**config.mk**
```make
export PLATFORM = sky130hd
export DESIGN_NAME = ddf_fetch
export DESIGN_NICKNAME = d
export VERILOG_FILES = /design/src/ddf_fetch_end.sv /design/src/ddf_pkg.sv /design/src/ddf_addr_gen.sv /design/src/ddf_cfg_dec.sv /design/src/ddf_fetch.sv
export SDC_FILE = /design/constraint.sdc
export NUM_CORES = 1
export LEC_CHECK = 0
export CAP_MARGIN = 20
export CORE_UTILIZATION = 30
export CTS_CLUSTER_DIAMETER = 200
export DETAILED_ROUTE_END_ITERATION = 10
export DONT_BUFFER_PORTS = 1
export PLACE_DENSITY = 0.55
export SETUP_SLACK_MARGIN = 0.1
export SLEW_MARGIN = 20
export SYNTH_ARGS = -nofsm -noshare
export SYNTH_HDL_FRONTEND = slang
export SYNTH_HIERARCHICAL = 1
export SYNTH_SLANG_ARGS = --single-unit
```
**constraint.sdc**
```tcl
create_clock -name core_clk -period 4.5 [get_ports core_clk]
set_input_delay 0 -clock core_clk [delete_from_list [all_inputs] [get_ports core_clk]]
set_output_delay 0 -clock core_clk [all_outputs]
set_load 0.02 [all_outputs]
```
**src/ddf_fetch_end.sv**
```systemverilog
// ddf_fetch_end: deliberately empty; the engine lives in ddf_fetch.
// assumes nothing of its surroundings and defines no module.

```
**src/ddf_pkg.sv**
```systemverilog
// ddf_pkg: constants, register map and carrier types of the descriptor
// fetch and decode block; assumes AHB-Lite memory and a Wishbone host.
// Behaviour
// - address bit 8 alternate, 7:4 channel, 3:0 element
// - elements 0, 4, 8 used; fourth word untouched
// - alternate base readable from a register
// - pointers read every batch, never written
// - destination step decode, narrower steps flagged reserved
// - source step decode, code 11 holds address
// - source size byte, half, word; 11 reserved
// - bits 23:21 give write protection bits
// - bits 20:18 give read protection bits
// - batch is two to power, capped 1024
// - count field holds transfers minus one
// - remaining count written back at batch end
// - mode field decoded, stop means invalid
// - mode rewritten to stop after last transfer
// - source size used; copied into destination size
// - control fetched per batch, written back after
package ddf_pkg;
	// register byte offsets on the host bus
	localparam logic [7:0]  REG_BASE    = 8'h00;
	localparam logic [7:0]  REG_ALT     = 8'h04;
	localparam logic [7:0]  REG_CMD     = 8'h08;
	localparam logic [7:0]  REG_STATUS  = 8'h0c;
	localparam logic [7:0]  REG_SRC     = 8'h10;
	localparam logic [7:0]  REG_DST     = 8'h14;
	localparam logic [7:0]  REG_CFG     = 8'h18;
	localparam logic [7:0]  REG_LEFT    = 8'h1c;
	localparam logic [31:0] RST_WORD    = 32'h0000_0000;
	localparam int          CMD_START   = 0;
	localparam int          CMD_CH_LSB  = 1;
	localparam int          CMD_ALT     = 5;
	localparam int          STS_BUSY    = 0;
	localparam int          STS_DONE    = 1;
	localparam int          STS_ERR     = 2;
	localparam int          STS_INVALID = 3;
	localparam int          STS_SIZE    = 4;
	localparam int          STS_INC     = 5;
	localparam int          STS_END     = 6;
	// descriptor layout in memory
	localparam int          SEL_BIT     = 8;
	localparam logic [3:0]  OFS_SRC     = 4'h0;
	localparam logic [3:0]  OFS_DST     = 4'h4;
	localparam logic [3:0]  OFS_CFG     = 4'h8;
	localparam logic [31:0] ALT_OFS     = 32'h0000_0100;
	// control word encodings
	localparam logic [1:0]  INC_NONE    = 2'h3;
	localparam logic [1:0]  SIZE_RSV    = 2'h3;
	localparam logic [3:0]  RPOW_MAX    = 4'ha;
	localparam logic [2:0]  MODE_STOP   = 3'h0;
	localparam logic [10:0] CNT_ONE     = 11'h001;
	localparam logic [10:0] CNT_MAX     = 11'h400;
	// AHB-Lite master encodings
	localparam logic [1:0]  HTR_IDLE    = 2'h0;
	localparam logic [1:0]  HTR_NONSEQ  = 2'h2;
	localparam logic [2:0]  HSZ_WORD    = 3'h2;
	localparam logic [3:0]  HPROT_DESC  = 4'h3;

	typedef struct packed {
		logic [1:0] dst_inc;
		logic [1:0] dst_size;
		logic [1:0] src_inc;
		logic [1:0] src_size;
		logic [2:0] dst_prot;
		logic [2:0] src_prot;
		logic [3:0] r_power;
		logic [9:0] n_minus_1;
		logic       next_useburst;
		logic [2:0] mode;
	} ddf_cfg_t;

	typedef struct packed {
		logic [10:0] total;
		logic [10:0] batch;
		logic [1:0]  size;
		logic        size_bad;
		logic        inc_bad;
		logic        invalid;
	} ddf_dec_t;

	typedef struct packed {
		logic        active;
		logic [1:0]  size;
		logic [1:0]  src_inc;
		logic [1:0]  dst_inc;
		logic [2:0]  rd_hprot;
		logic [2:0]  wr_hprot;
		logic [10:0] left;
		logic [31:0] src_end;
		logic [31:0] dst_end;
	} ddf_run_t;

	typedef enum logic [2:0] {
		ST_IDLE, ST_LAUNCH, ST_FETCH_A, ST_FETCH_D,
		ST_DECODE, ST_RUN, ST_WB_A, ST_WB_D
	} ddf_state_t;
endpackage

```
**src/ddf_addr_gen.sv**
```systemverilog
// ddf_addr_gen: forms the memory address of one descriptor element.
// assumes the base pointer is aligned to the descriptor region size.
`timescale 1ns/100ps
`default_nettype none
module ddf_addr_gen (
	input  wire logic [31:0] base,  // primary region base pointer
	input  wire logic        alt,   // alternate structure select
	input  wire logic [3:0]  chan,  // channel number
	input  wire logic [3:0]  elem,  // element byte offset
	output logic      [31:0] addr   // element address
);
	import ddf_pkg::*;
	// low bits of base are ignored; alignment is the host's duty
	assign addr = {base[31:SEL_BIT+1], alt, chan, elem};
endmodule
`default_nettype wire

```
**src/ddf_cfg_dec.sv**
```systemverilog
// ddf_cfg_dec: decodes a packed channel control word.
// assumes the word was fetched from the descriptor region unchanged.
`timescale 1ns/100ps
`default_nettype none
module ddf_cfg_dec (
	input  wire ddf_pkg::ddf_cfg_t cfg,  // control word
	output ddf_pkg::ddf_dec_t      dec   // decoded fields
);
	import ddf_pkg::*;
	logic [10:0] span;

	// a step narrower than the data width is reserved
	function automatic logic inc_bad(input logic [1:0] inc,
					 input logic [1:0] size);
		return (inc != INC_NONE) && (inc < size);
	endfunction

	// codes above nine saturate: a cycle never re-arbitrates
	assign span = (cfg.r_power >= RPOW_MAX) ? CNT_MAX
		: (CNT_ONE << cfg.r_power);
	assign dec.total = {1'b0, cfg.n_minus_1} + CNT_ONE;
	assign dec.batch = (span < dec.total) ? span : dec.total;
	assign dec.size = cfg.src_size;
	assign dec.size_bad = (cfg.src_size == SIZE_RSV);
	assign dec.inc_bad = inc_bad(cfg.dst_inc, cfg.src_size)
		| inc_bad(cfg.src_inc, cfg.src_size);
	assign dec.invalid = (cfg.mode == MODE_STOP);
endmodule
`default_nettype wire

```
**src/ddf_fetch.sv**
```systemverilog
// ddf_fetch: descriptor fetch, decode and control write-back engine.
// assumes a Wishbone classic host and one AHB-Lite memory slave;
// the data mover pulses xfer_done once per finished transfer.
//
// Added by the designer: the register offsets and the Wishbone interface to the registers.
`timescale 1ns/100ps
`default_nettype none
module ddf_fetch (
	input  wire logic        core_clk,  // system clock
	input  wire logic        rst,       // sync reset, active high
	input  wire logic        wb_cyc_i,  // wishbone cycle
	input  wire logic        wb_stb_i,  // wishbone strobe
	input  wire logic        wb_we_i,   // wishbone write
	input  wire logic [7:0]  wb_adr_i,  // wishbone byte address
	input  wire logic [3:0]  wb_sel_i,  // wishbone byte lanes
	input  wire logic [31:0] wb_dat_i,  // wishbone write data
	output logic      [31:0] wb_dat_o,  // wishbone read data
	output logic             wb_ack_o,  // wishbone acknowledge
	output logic      [31:0] haddr,     // AHB address
	output logic      [1:0]  htrans,    // AHB transfer type
	output logic             hwrite,    // AHB write
	output logic      [2:0]  hsize,     // AHB size
	output logic      [3:0]  hprot,     // AHB protection
	output logic      [31:0] hwdata,    // AHB write data
	input  wire logic [31:0] hrdata,    // AHB read data
	input  wire logic        hready,    // AHB ready
	input  wire logic        hresp,     // AHB error response
	input  wire logic        xfer_done, // one data transfer finished
	output ddf_pkg::ddf_run_t run_o     // decoded batch for the mover
);
	import ddf_pkg::*;

	////////////////////////////////////////////////////////////////
	ddf_state_t  state_q;
	ddf_cfg_t    cfg_q;
	ddf_dec_t    dec;
	logic [31:0] base_q;
	logic [31:0] src_end_q;
	logic [31:0] dst_end_q;
	logic [31:0] elem_addr;
	logic [31:0] rd_word;
	logic [31:0] haddr_q;
	logic [31:0] hwdata_q;
	logic [31:0] wb_dat_q;
	logic [3:0]  chan_q;
	logic [3:0]  elem_q;
	logic [1:0]  htrans_q;
	logic        alt_q;
	logic        hwrite_q;
	logic        ack_q;
	logic [10:0] left_q;
	logic [10:0] remain;
	ddf_cfg_t    wb_cfg;
	ddf_run_t    run_q;
	logic        done_q;
	logic        err_q;
	logic        inval_q;
	logic        size_q;
	logic        inc_q;
	logic        end_q;
	logic        bus_req;
	logic        wr_req;
	logic        start_req;
	logic        clr_req;
	logic        set_done;
	logic        set_err;
	logic        set_inval;
	logic        fetch_last;
	logic        xfer_last;

	function automatic logic reg_is(input logic [7:0] a,
					input logic [7:0] r);
		return a[7:2] == r[7:2];
	endfunction

	ddf_addr_gen u_addr (
		.base (base_q),
		.alt  (alt_q),
		.chan (chan_q),
		.elem (elem_q),
		.addr (elem_addr)
	);

	ddf_cfg_dec u_dec (
		.cfg (cfg_q),
		.dec (dec)
	);

	////////////////////////////////////////////////////////////////
	// host bus strobes
	assign bus_req = wb_cyc_i & wb_stb_i & ~ack_q;
	assign wr_req = bus_req & wb_we_i;
	assign start_req = wr_req & reg_is(wb_adr_i, REG_CMD)
		& wb_sel_i[0] & wb_dat_i[CMD_START];
	assign clr_req = wr_req & reg_is(wb_adr_i, REG_STATUS) & wb_sel_i[0];

	assign fetch_last = (state_q == ST_FETCH_D) & hready
		& ~hresp & (elem_q == OFS_CFG);
	assign xfer_last = (state_q == ST_RUN) & xfer_done
		& (left_q == CNT_ONE);
	assign set_err = ((state_q == ST_FETCH_D) | (state_q == ST_WB_D))
		& hready & hresp;
	assign set_inval = (state_q == ST_DECODE)
		& (dec.invalid | dec.size_bad);
	assign set_done = (state_q == ST_WB_D) & hready & ~hresp;

	// updated control word written back after the batch
	assign remain = dec.total - dec.batch;
	always_comb begin
		wb_cfg = cfg_q;
		wb_cfg.dst_size = cfg_q.src_size;
		wb_cfg.n_minus_1 = (remain == '0) ? '0
			: remain[9:0] - 10'h001;
		if (remain == '0) begin
			wb_cfg.mode = MODE_STOP;
		end
	end

	////////////////////////////////////////////////////////////////
	// sequencer and AHB-Lite master; single word transfers only
	always_ff @(posedge core_clk) begin
		if (rst) begin
			state_q  <= ST_IDLE;
			haddr_q  <= RST_WORD;
			htrans_q <= HTR_IDLE;
			hwrite_q <= 1'b0;
			hwdata_q <= RST_WORD;
			elem_q   <= OFS_SRC;
			left_q   <= '0;
		end else begin
			unique case (state_q)
				ST_IDLE: begin
					if (start_req) begin
						elem_q  <= OFS_SRC;
						state_q <= ST_LAUNCH;
					end
				end
				ST_LAUNCH: begin
					haddr_q  <= elem_addr;
					htrans_q <= HTR_NONSEQ;
					hwrite_q <= 1'b0;
					state_q  <= ST_FETCH_A;
				end
				ST_FETCH_A: begin
					if (hready) begin
						htrans_q <= HTR_IDLE;
						state_q  <= ST_FETCH_D;
					end
				end
				ST_FETCH_D: begin
					if (hready && hresp) begin
						state_q <= ST_IDLE;
					end else if (fetch_last) begin
						state_q <= ST_DECODE;
					end else if (hready) begin
						// never reaches the fourth word
						elem_q  <= (elem_q == OFS_SRC) ? OFS_DST
							: OFS_CFG;
						state_q <= ST_LAUNCH;
					end
				end
				ST_DECODE: begin
					if (dec.invalid || dec.size_bad) begin
						state_q <= ST_IDLE;
					end else begin
						left_q  <= dec.batch;
						state_q <= ST_RUN;
					end
				end
				ST_RUN: begin
					if (xfer_last) begin
						// only the control word is ever written
						haddr_q  <= elem_addr;
						htrans_q <= HTR_NONSEQ;
						hwrite_q <= 1'b1;
						hwdata_q <= wb_cfg;
						state_q  <= ST_WB_A;
					end else if (xfer_done) begin
						left_q <= left_q - CNT_ONE;
					end
				end
				ST_WB_A: begin
					if (hready) begin
						htrans_q <= HTR_IDLE;
						state_q  <= ST_WB_D;
					end
				end
				ST_WB_D: begin
					if (hready) begin
						hwrite_q <= 1'b0;
						state_q  <= ST_IDLE;
					end
				end
			endcase
		end
	end

	////////////////////////////////////////////////////////////////
	// descriptor words and the channel being served
	assign rd_word = hrdata;
	always_ff @(posedge core_clk) begin
		if (rst) begin
			src_end_q <= RST_WORD;
			dst_end_q <= RST_WORD;
			cfg_q     <= RST_WORD;
			chan_q    <= '0;
			alt_q     <= 1'b0;
		end else begin
			if (start_req && state_q == ST_IDLE) begin
				chan_q <= wb_dat_i[CMD_CH_LSB +: 4];
				alt_q  <= wb_dat_i[CMD_ALT];
			end
			if (state_q == ST_FETCH_D && hready && !hresp) begin
				unique case (elem_q)
					OFS_SRC: src_end_q <= rd_word;
					OFS_DST: dst_end_q <= rd_word;
					default: cfg_q <= rd_word;
				endcase
			end
		end
	end

	////////////////////////////////////////////////////////////////
	// registers and status; done, err, invalid and end are sticky, a set in the clear cycle wins; size and inc reload at each decode
	always_ff @(posedge core_clk) begin
		if (rst) begin
			base_q  <= RST_WORD;
			done_q  <= 1'b0;
			err_q   <= 1'b0;
			inval_q <= 1'b0;
			size_q  <= 1'b0;
			inc_q   <= 1'b0;
			end_q   <= 1'b0;
		end else begin
			if (wr_req && reg_is(wb_adr_i, REG_BASE)) begin
				for (int i = 0; i < 4; i++) begin
					if (wb_sel_i[i]) begin
						base_q[8*i +: 8] <= wb_dat_i[8*i +: 8];
					end
				end
			end
			done_q  <= set_done
				| (done_q & ~(clr_req & wb_dat_i[STS_DONE]));
			err_q   <= set_err
				| (err_q & ~(clr_req & wb_dat_i[STS_ERR]));
			inval_q <= set_inval
				| (inval_q & ~(clr_req & wb_dat_i[STS_INVALID]));
			end_q   <= (set_done & (remain == '0))
				| (end_q & ~(clr_req & wb_dat_i[STS_END]));
			if (state_q == ST_DECODE) begin
				size_q <= dec.size_bad;
				inc_q  <= dec.inc_bad;
			end
		end
	end

	////////////////////////////////////////////////////////////////
	// read mux; one wait state, unmapped reads return zero
	always_ff @(posedge core_clk) begin
		if (rst) begin
			ack_q    <= 1'b0;
			wb_dat_q <= RST_WORD;
		end else begin
			ack_q    <= bus_req;
			wb_dat_q <= RST_WORD;
			if (bus_req && !wb_we_i) begin
				unique case ({wb_adr_i[7:2], 2'b00})
					REG_BASE: wb_dat_q <= base_q;
					REG_ALT: wb_dat_q <= {base_q[31:SEL_BIT+1],
						9'h000} | ALT_OFS;
					REG_STATUS: begin
						wb_dat_q[STS_BUSY]    <= state_q != ST_IDLE;
						wb_dat_q[STS_DONE]    <= done_q;
						wb_dat_q[STS_ERR]     <= err_q;
						wb_dat_q[STS_INVALID] <= inval_q;
						wb_dat_q[STS_SIZE]    <= size_q;
						wb_dat_q[STS_INC]     <= inc_q;
						wb_dat_q[STS_END]     <= end_q;
					end
					REG_SRC: wb_dat_q <= src_end_q;
					REG_DST: wb_dat_q <= dst_end_q;
					REG_CFG: wb_dat_q <= cfg_q;
					REG_LEFT: wb_dat_q <= {21'h00_0000, left_q};
					default: wb_dat_q <= RST_WORD;
				endcase
			end
		end
	end

	////////////////////////////////////////////////////////////////
	// batch parameters handed to the data mover
	always_ff @(posedge core_clk) begin
		if (rst) begin
			run_q <= '0;
		end else begin
			run_q.active <= (state_q == ST_DECODE) ? !set_inval
				: (state_q == ST_RUN) && !xfer_last;
			run_q.size     <= dec.size;
			run_q.src_inc  <= cfg_q.src_inc;
			run_q.dst_inc  <= cfg_q.dst_inc;
			run_q.rd_hprot <= cfg_q.src_prot;
			run_q.wr_hprot <= cfg_q.dst_prot;
			run_q.left     <= (state_q == ST_DECODE) ? dec.batch
				: left_q - (xfer_done ? CNT_ONE : '0);
			run_q.src_end  <= src_end_q;
			run_q.dst_end  <= dst_end_q;
		end
	end

	assign wb_dat_o = wb_dat_q;
	assign wb_ack_o = ack_q;
	assign haddr    = haddr_q;
	assign htrans   = htrans_q;
	assign hwrite   = hwrite_q;
	assign hsize    = HSZ_WORD;
	assign hprot    = HPROT_DESC;
	assign hwdata   = hwdata_q;
	assign run_o    = run_q;
endmodule
`default_nettype wire

```
==> results.ini <==
[outcome]
status=finished with violations
violations=setup timing

[layout]
layout.nets=2151
drive_gt1_frac=0.1314
area_growth_pct=42.55
stdcell_count=2679
final.fill_count=4557

[timing]
drv_slew=0
setup_viol=14
max-slew-margin-rel=0.2360
fin_crit_sh=1.058
hold_viol=0
whs_ns=0.05094
fin_skew_ns=0.01545
fin_ws_ns=-0.2618
fmax_ghz=0.2100
rsz0062_at_grt=true
tightest_slew_ns=1.146
period_needed_ns=4.762

[synth]
synth_area_per_cell_um2=8.315
synth-seq-cells=340
async_flop_share=0
yosysWarnings=6
synthesis.area_um2=14140
ys_seq_area_frac=0.4815
synth_flop_cell=dfxtp_1
ys_types=69
synthCells=1700
synth-edff-count=0

[drt]
drt-wirelength-per-cell_um=20.01
wl_met1_um=24090
wl_met3_um=3985
first_pass_iters=6
drc=0
post_drt_via_cell_ratio=5.057
wl_um=53610
drtAntennaViolNets=0
route.met2.wl_um=23770
initialDrtViolationCount=1035
top_layer=met5
vias=13550

[grt]
gr-total-overflow=0
grt_start_max_net_pins=278
antenna_found_initial=5
track_usage=0.2174
grt_pass1_wl_um=79300
grt_pass1_vias=13220

[worst_hold_path]
holdPathStages=2
hold_end=wb_dat_o[4]$_SDFF_PP0_
hold_class=in2reg
holdCritStartpoint=wb_we_i

[worst_setup_path]
required_ns=5.01
cp-start-kind=register
path_class=reg2reg
worstReg2RegEnd=end_q$_SDFF_PP0_
reg2reg_slack_ns=-0.26
crit_path_end_kind=register
r2r_cells=21
worstReg2RegStart=cfg_q[4]$_SDFFE_PP0P_
path_max_fanout=8
critical_path_arrival_ns=5.27

[power_and_ir_drop]
p_seq_frac=0.448
p_sw_mw=1.628
p_leak_nw=8.081
p_int_mw=5.246
power_density_nw_per_um2=341.1
swShare=0.2368
clockPowerShare=0.516
combPwrFrac=0.036
vdd_drop_max_mv=0.3270

[floorplan]
die_area_um2=47990
initial_utilization=0.3036
rows=79
dieWidth_um=219.1
die_y_um=219.1
core-area_um2=46560
ios=279

[job]
maxCapViolCount=0

[clock_network]
clkLatencyLatePin_ns=0.58
cts_buffers=41
root_buffer=clkbuf_16
clkSinkCount=340
clk_pin_slew_worst_paths_ns=0.06
clk_path_buf_depth=3
cts_tree=yes
cts_htree_levels=2

[place]
dp_hpwl_um=34560
place.gp.congestion=0.8693
dp_cells=2266
portBuffers=0

[sequential cells by signal, indices dropped and copies added (netlist names)]
signal	count
alt_q	1
base_q	32
cfg_q	32
chan_q	4
done_q	1
dst_end_q	32
elem_q	2
end_q	1
err_q	1
haddr	32
htrans	1
hwdata	30
hwrite	1
inc_q	1
inval_q	1
left_q	11
run_o	88
size_q	1
src_end_q	32
state_q	3
wb_ack_o	1
wb_dat_o	32
[power groups by stage]
stage	registers [mW]	logic (mW)	clock network (mW)
floorplan	3.12	0.190	0
global placement	3.15	0.169	0
detailed placement	3.15	0.173	0
CTS	3.08	0.241	3.62
global route	3.08	0.268	3.75
finish	3.08	0.246	3.55
[cells in the final DEF, fill, tap and decap left out, types with 5 or more instances in the layout]
master,count
clkbuf_1,9
nand3_1,39
a31oi_1,13
clkinvlp_4,6
inv_1,34
mux2i_1,9
bufinv_16,5
nor3_1,16
dfxtp_1,335
dlygate4sd3_1,321
mux2_2,5
o211ai_1,9
and3_1,5
conb_1,10
nor2b_1,81
clkbuf_16,42
a21o_1,9
ha_1,22
a21oi_1,241
or3_1,9
xor2_1,9
nand2b_1,5
a22oi_1,68
and2_1,7
buf_4,118
nand3b_1,5
nor2_1,53
a211oi_1,12
xnor2_1,9
ha_4,7
nand2_1,395
o21ai_0,24
clkbuf_8,6
mux2_4,5
[logic make-up after synthesis]
kind of cell / Yosys count / share of synthesized area
AO/OA/AOI/OAI: 427 / 0.1816
XOR/XNOR: 24 / 0.01593
adder cells (fa/ha/maj): 30 / 0.02708
buffers and inverters: 197 / 0.06718
flip-flops: 340 / 0.4815
multiplexers: 21 / 0.01664
other: 2 / 0.0005313
AND/OR/NAND/NOR: 659 / 0.2095
[per-stage QoR]
| step | worst slack (ns) | area [µm²] | util | setup TNS, ns | power, mW |
|---|---|---|---|---|---|
| 2_1_floorplan | -0.1016 | 14300 | - | -1.101 | 3.315 |
| 3_3_place_gp | -0.2093 | 15080 | 0.3239 | -2.472 | 3.315 |
| 3_5_place_dp | -0.3035 | 15080 | 0.3239 | -3.494 | 3.320 |
| 4_1_cts | -0.1922 | 19940 | 0.4283 | -2.059 | 6.938 |
| 5_1_grt | -0.5132 | 20150 | 0.4328 | -5.918 | 7.100 |
| 6_report | -0.2618 | 20150 | 0.4328 | -2.966 | 6.874 |
[how the worst max path moves through the flow]
stage,start,endpoint
3_3_place_gp,cfg_q[4]$_SDFFE_PP0P_,hwdata[8]$_SDFFE_PP0P_
2_1_floorplan,cfg_q[4]$_SDFFE_PP0P_,end_q$_SDFF_PP0_
3_5_place_dp,cfg_q[4]$_SDFFE_PP0P_,hwdata[8]$_SDFFE_PP0P_
4_1_cts,cfg_q[4]$_SDFFE_PP0P_,hwdata[8]$_SDFFE_PP0P_
6_report,cfg_q[4]$_SDFFE_PP0P_,end_q$_SDFF_PP0_
5_1_grt,cfg_q[4]$_SDFFE_PP0P_,end_q$_SDFF_PP0_
[final cells by class]
type | count | area (µm²) | share of cell area
flip-flops and latches | 340 | 6818 | 0.3383
multi-input cells | 1171 | 6799 | 0.3374
repair buffers | 445 | 4184 | 0.2076
clock buffers | 57 | 1167 | 0.05793
well taps | 607 | 759.5 | 0.03769
clock inverters | 19 | 272.8 | 0.01354
inverters | 38 | 145.1 | 0.007203
diodes | 2 | 5.005 | 0.0002484
[Yosys cell counts (all sizes together), types with 2 or more instances]
library cell / instances / area (µm²)
o2111ai: 2 / 17.52
o21a: 4 / 30.03
o211ai: 9 / 67.56
a221oi: 4 / 35.03
xor2: 10 / 87.58
nor2: 57 / 219.0
or4: 4 / 30.03
a22oi: 68 / 510.5
nand3: 42 / 210.2
a2111oi: 2 / 30.03
and2: 9 / 56.30
o22a: 2 / 17.52
o31ai: 3 / 22.52
conb: 2 / 7.510
a211oi: 14 / 105.1
o21ai: 25 / 125.1
nand2: 396 / 1489
buf: 65 / 454.2
a21o: 9 / 67.56
nor3b: 3 / 22.52
nand2b: 6 / 37.54
nand3b: 5 / 37.54
a31oi: 13 / 81.33
clkbuf: 94 / 352.8
o41ai: 3 / 26.28
dfxtp: 340 / 6807
inv: 38 / 142.6
o22ai: 5 / 31.28
a311oi: 5 / 43.79
nand4: 4 / 25.02
o221ai: 2 / 17.52
ha: 29 / 362.9
xnor2: 13 / 113.9
or2: 3 / 18.77
or3: 13 / 86.33
a21oi: 244 / 1221
o32ai: 3 / 26.28
nor3: 20 / 105.1
nor2b: 82 / 513.0
mux2i: 10 / 100.1
mux2: 10 / 112.6
and3: 7 / 43.79
nor4: 3 / 18.77
[what timing repair did]
item	4_1_cts	5_1_grt
gates resized for setup	25	28
buffers inserted	9	5
hold buffers	322	0
endpoints found under the setup margin	14	14
endpoints found under the hold margin	313	0
pin swaps	28	18
[critical path: stages (launching register included)]
cell and delay (ns):
dfxtp_4 0.36, ha_4 0.16, buf_6 0.12, xnor2_4 0.12, ha_4 0.16, or3_4 0.39
o22ai_4 0.20, nor4_4 0.06, a2111oi_2 0.33, buf_4 0.25, mux2_4 0.20, ha_4 0.13
inv_2 0.04, fa_2 0.35, a21o_1 0.22, a221oi_4 0.31, o221ai_2 0.16, xnor2_2 0.17
or4_4 0.46, buf_4 0.16, o41ai_2 0.17, nor2b_1 0.17
[per-layer routing]
metal | up-vias | GRT usage
li1 | 6426 | -
met1 | 6573 | 0.2927
met2 | 448 | 0.3372
met3 | 96 | 0.05170
met4 | 4 | 0.07616
met5 | - | 0
(Power assumes the default switching activity.)
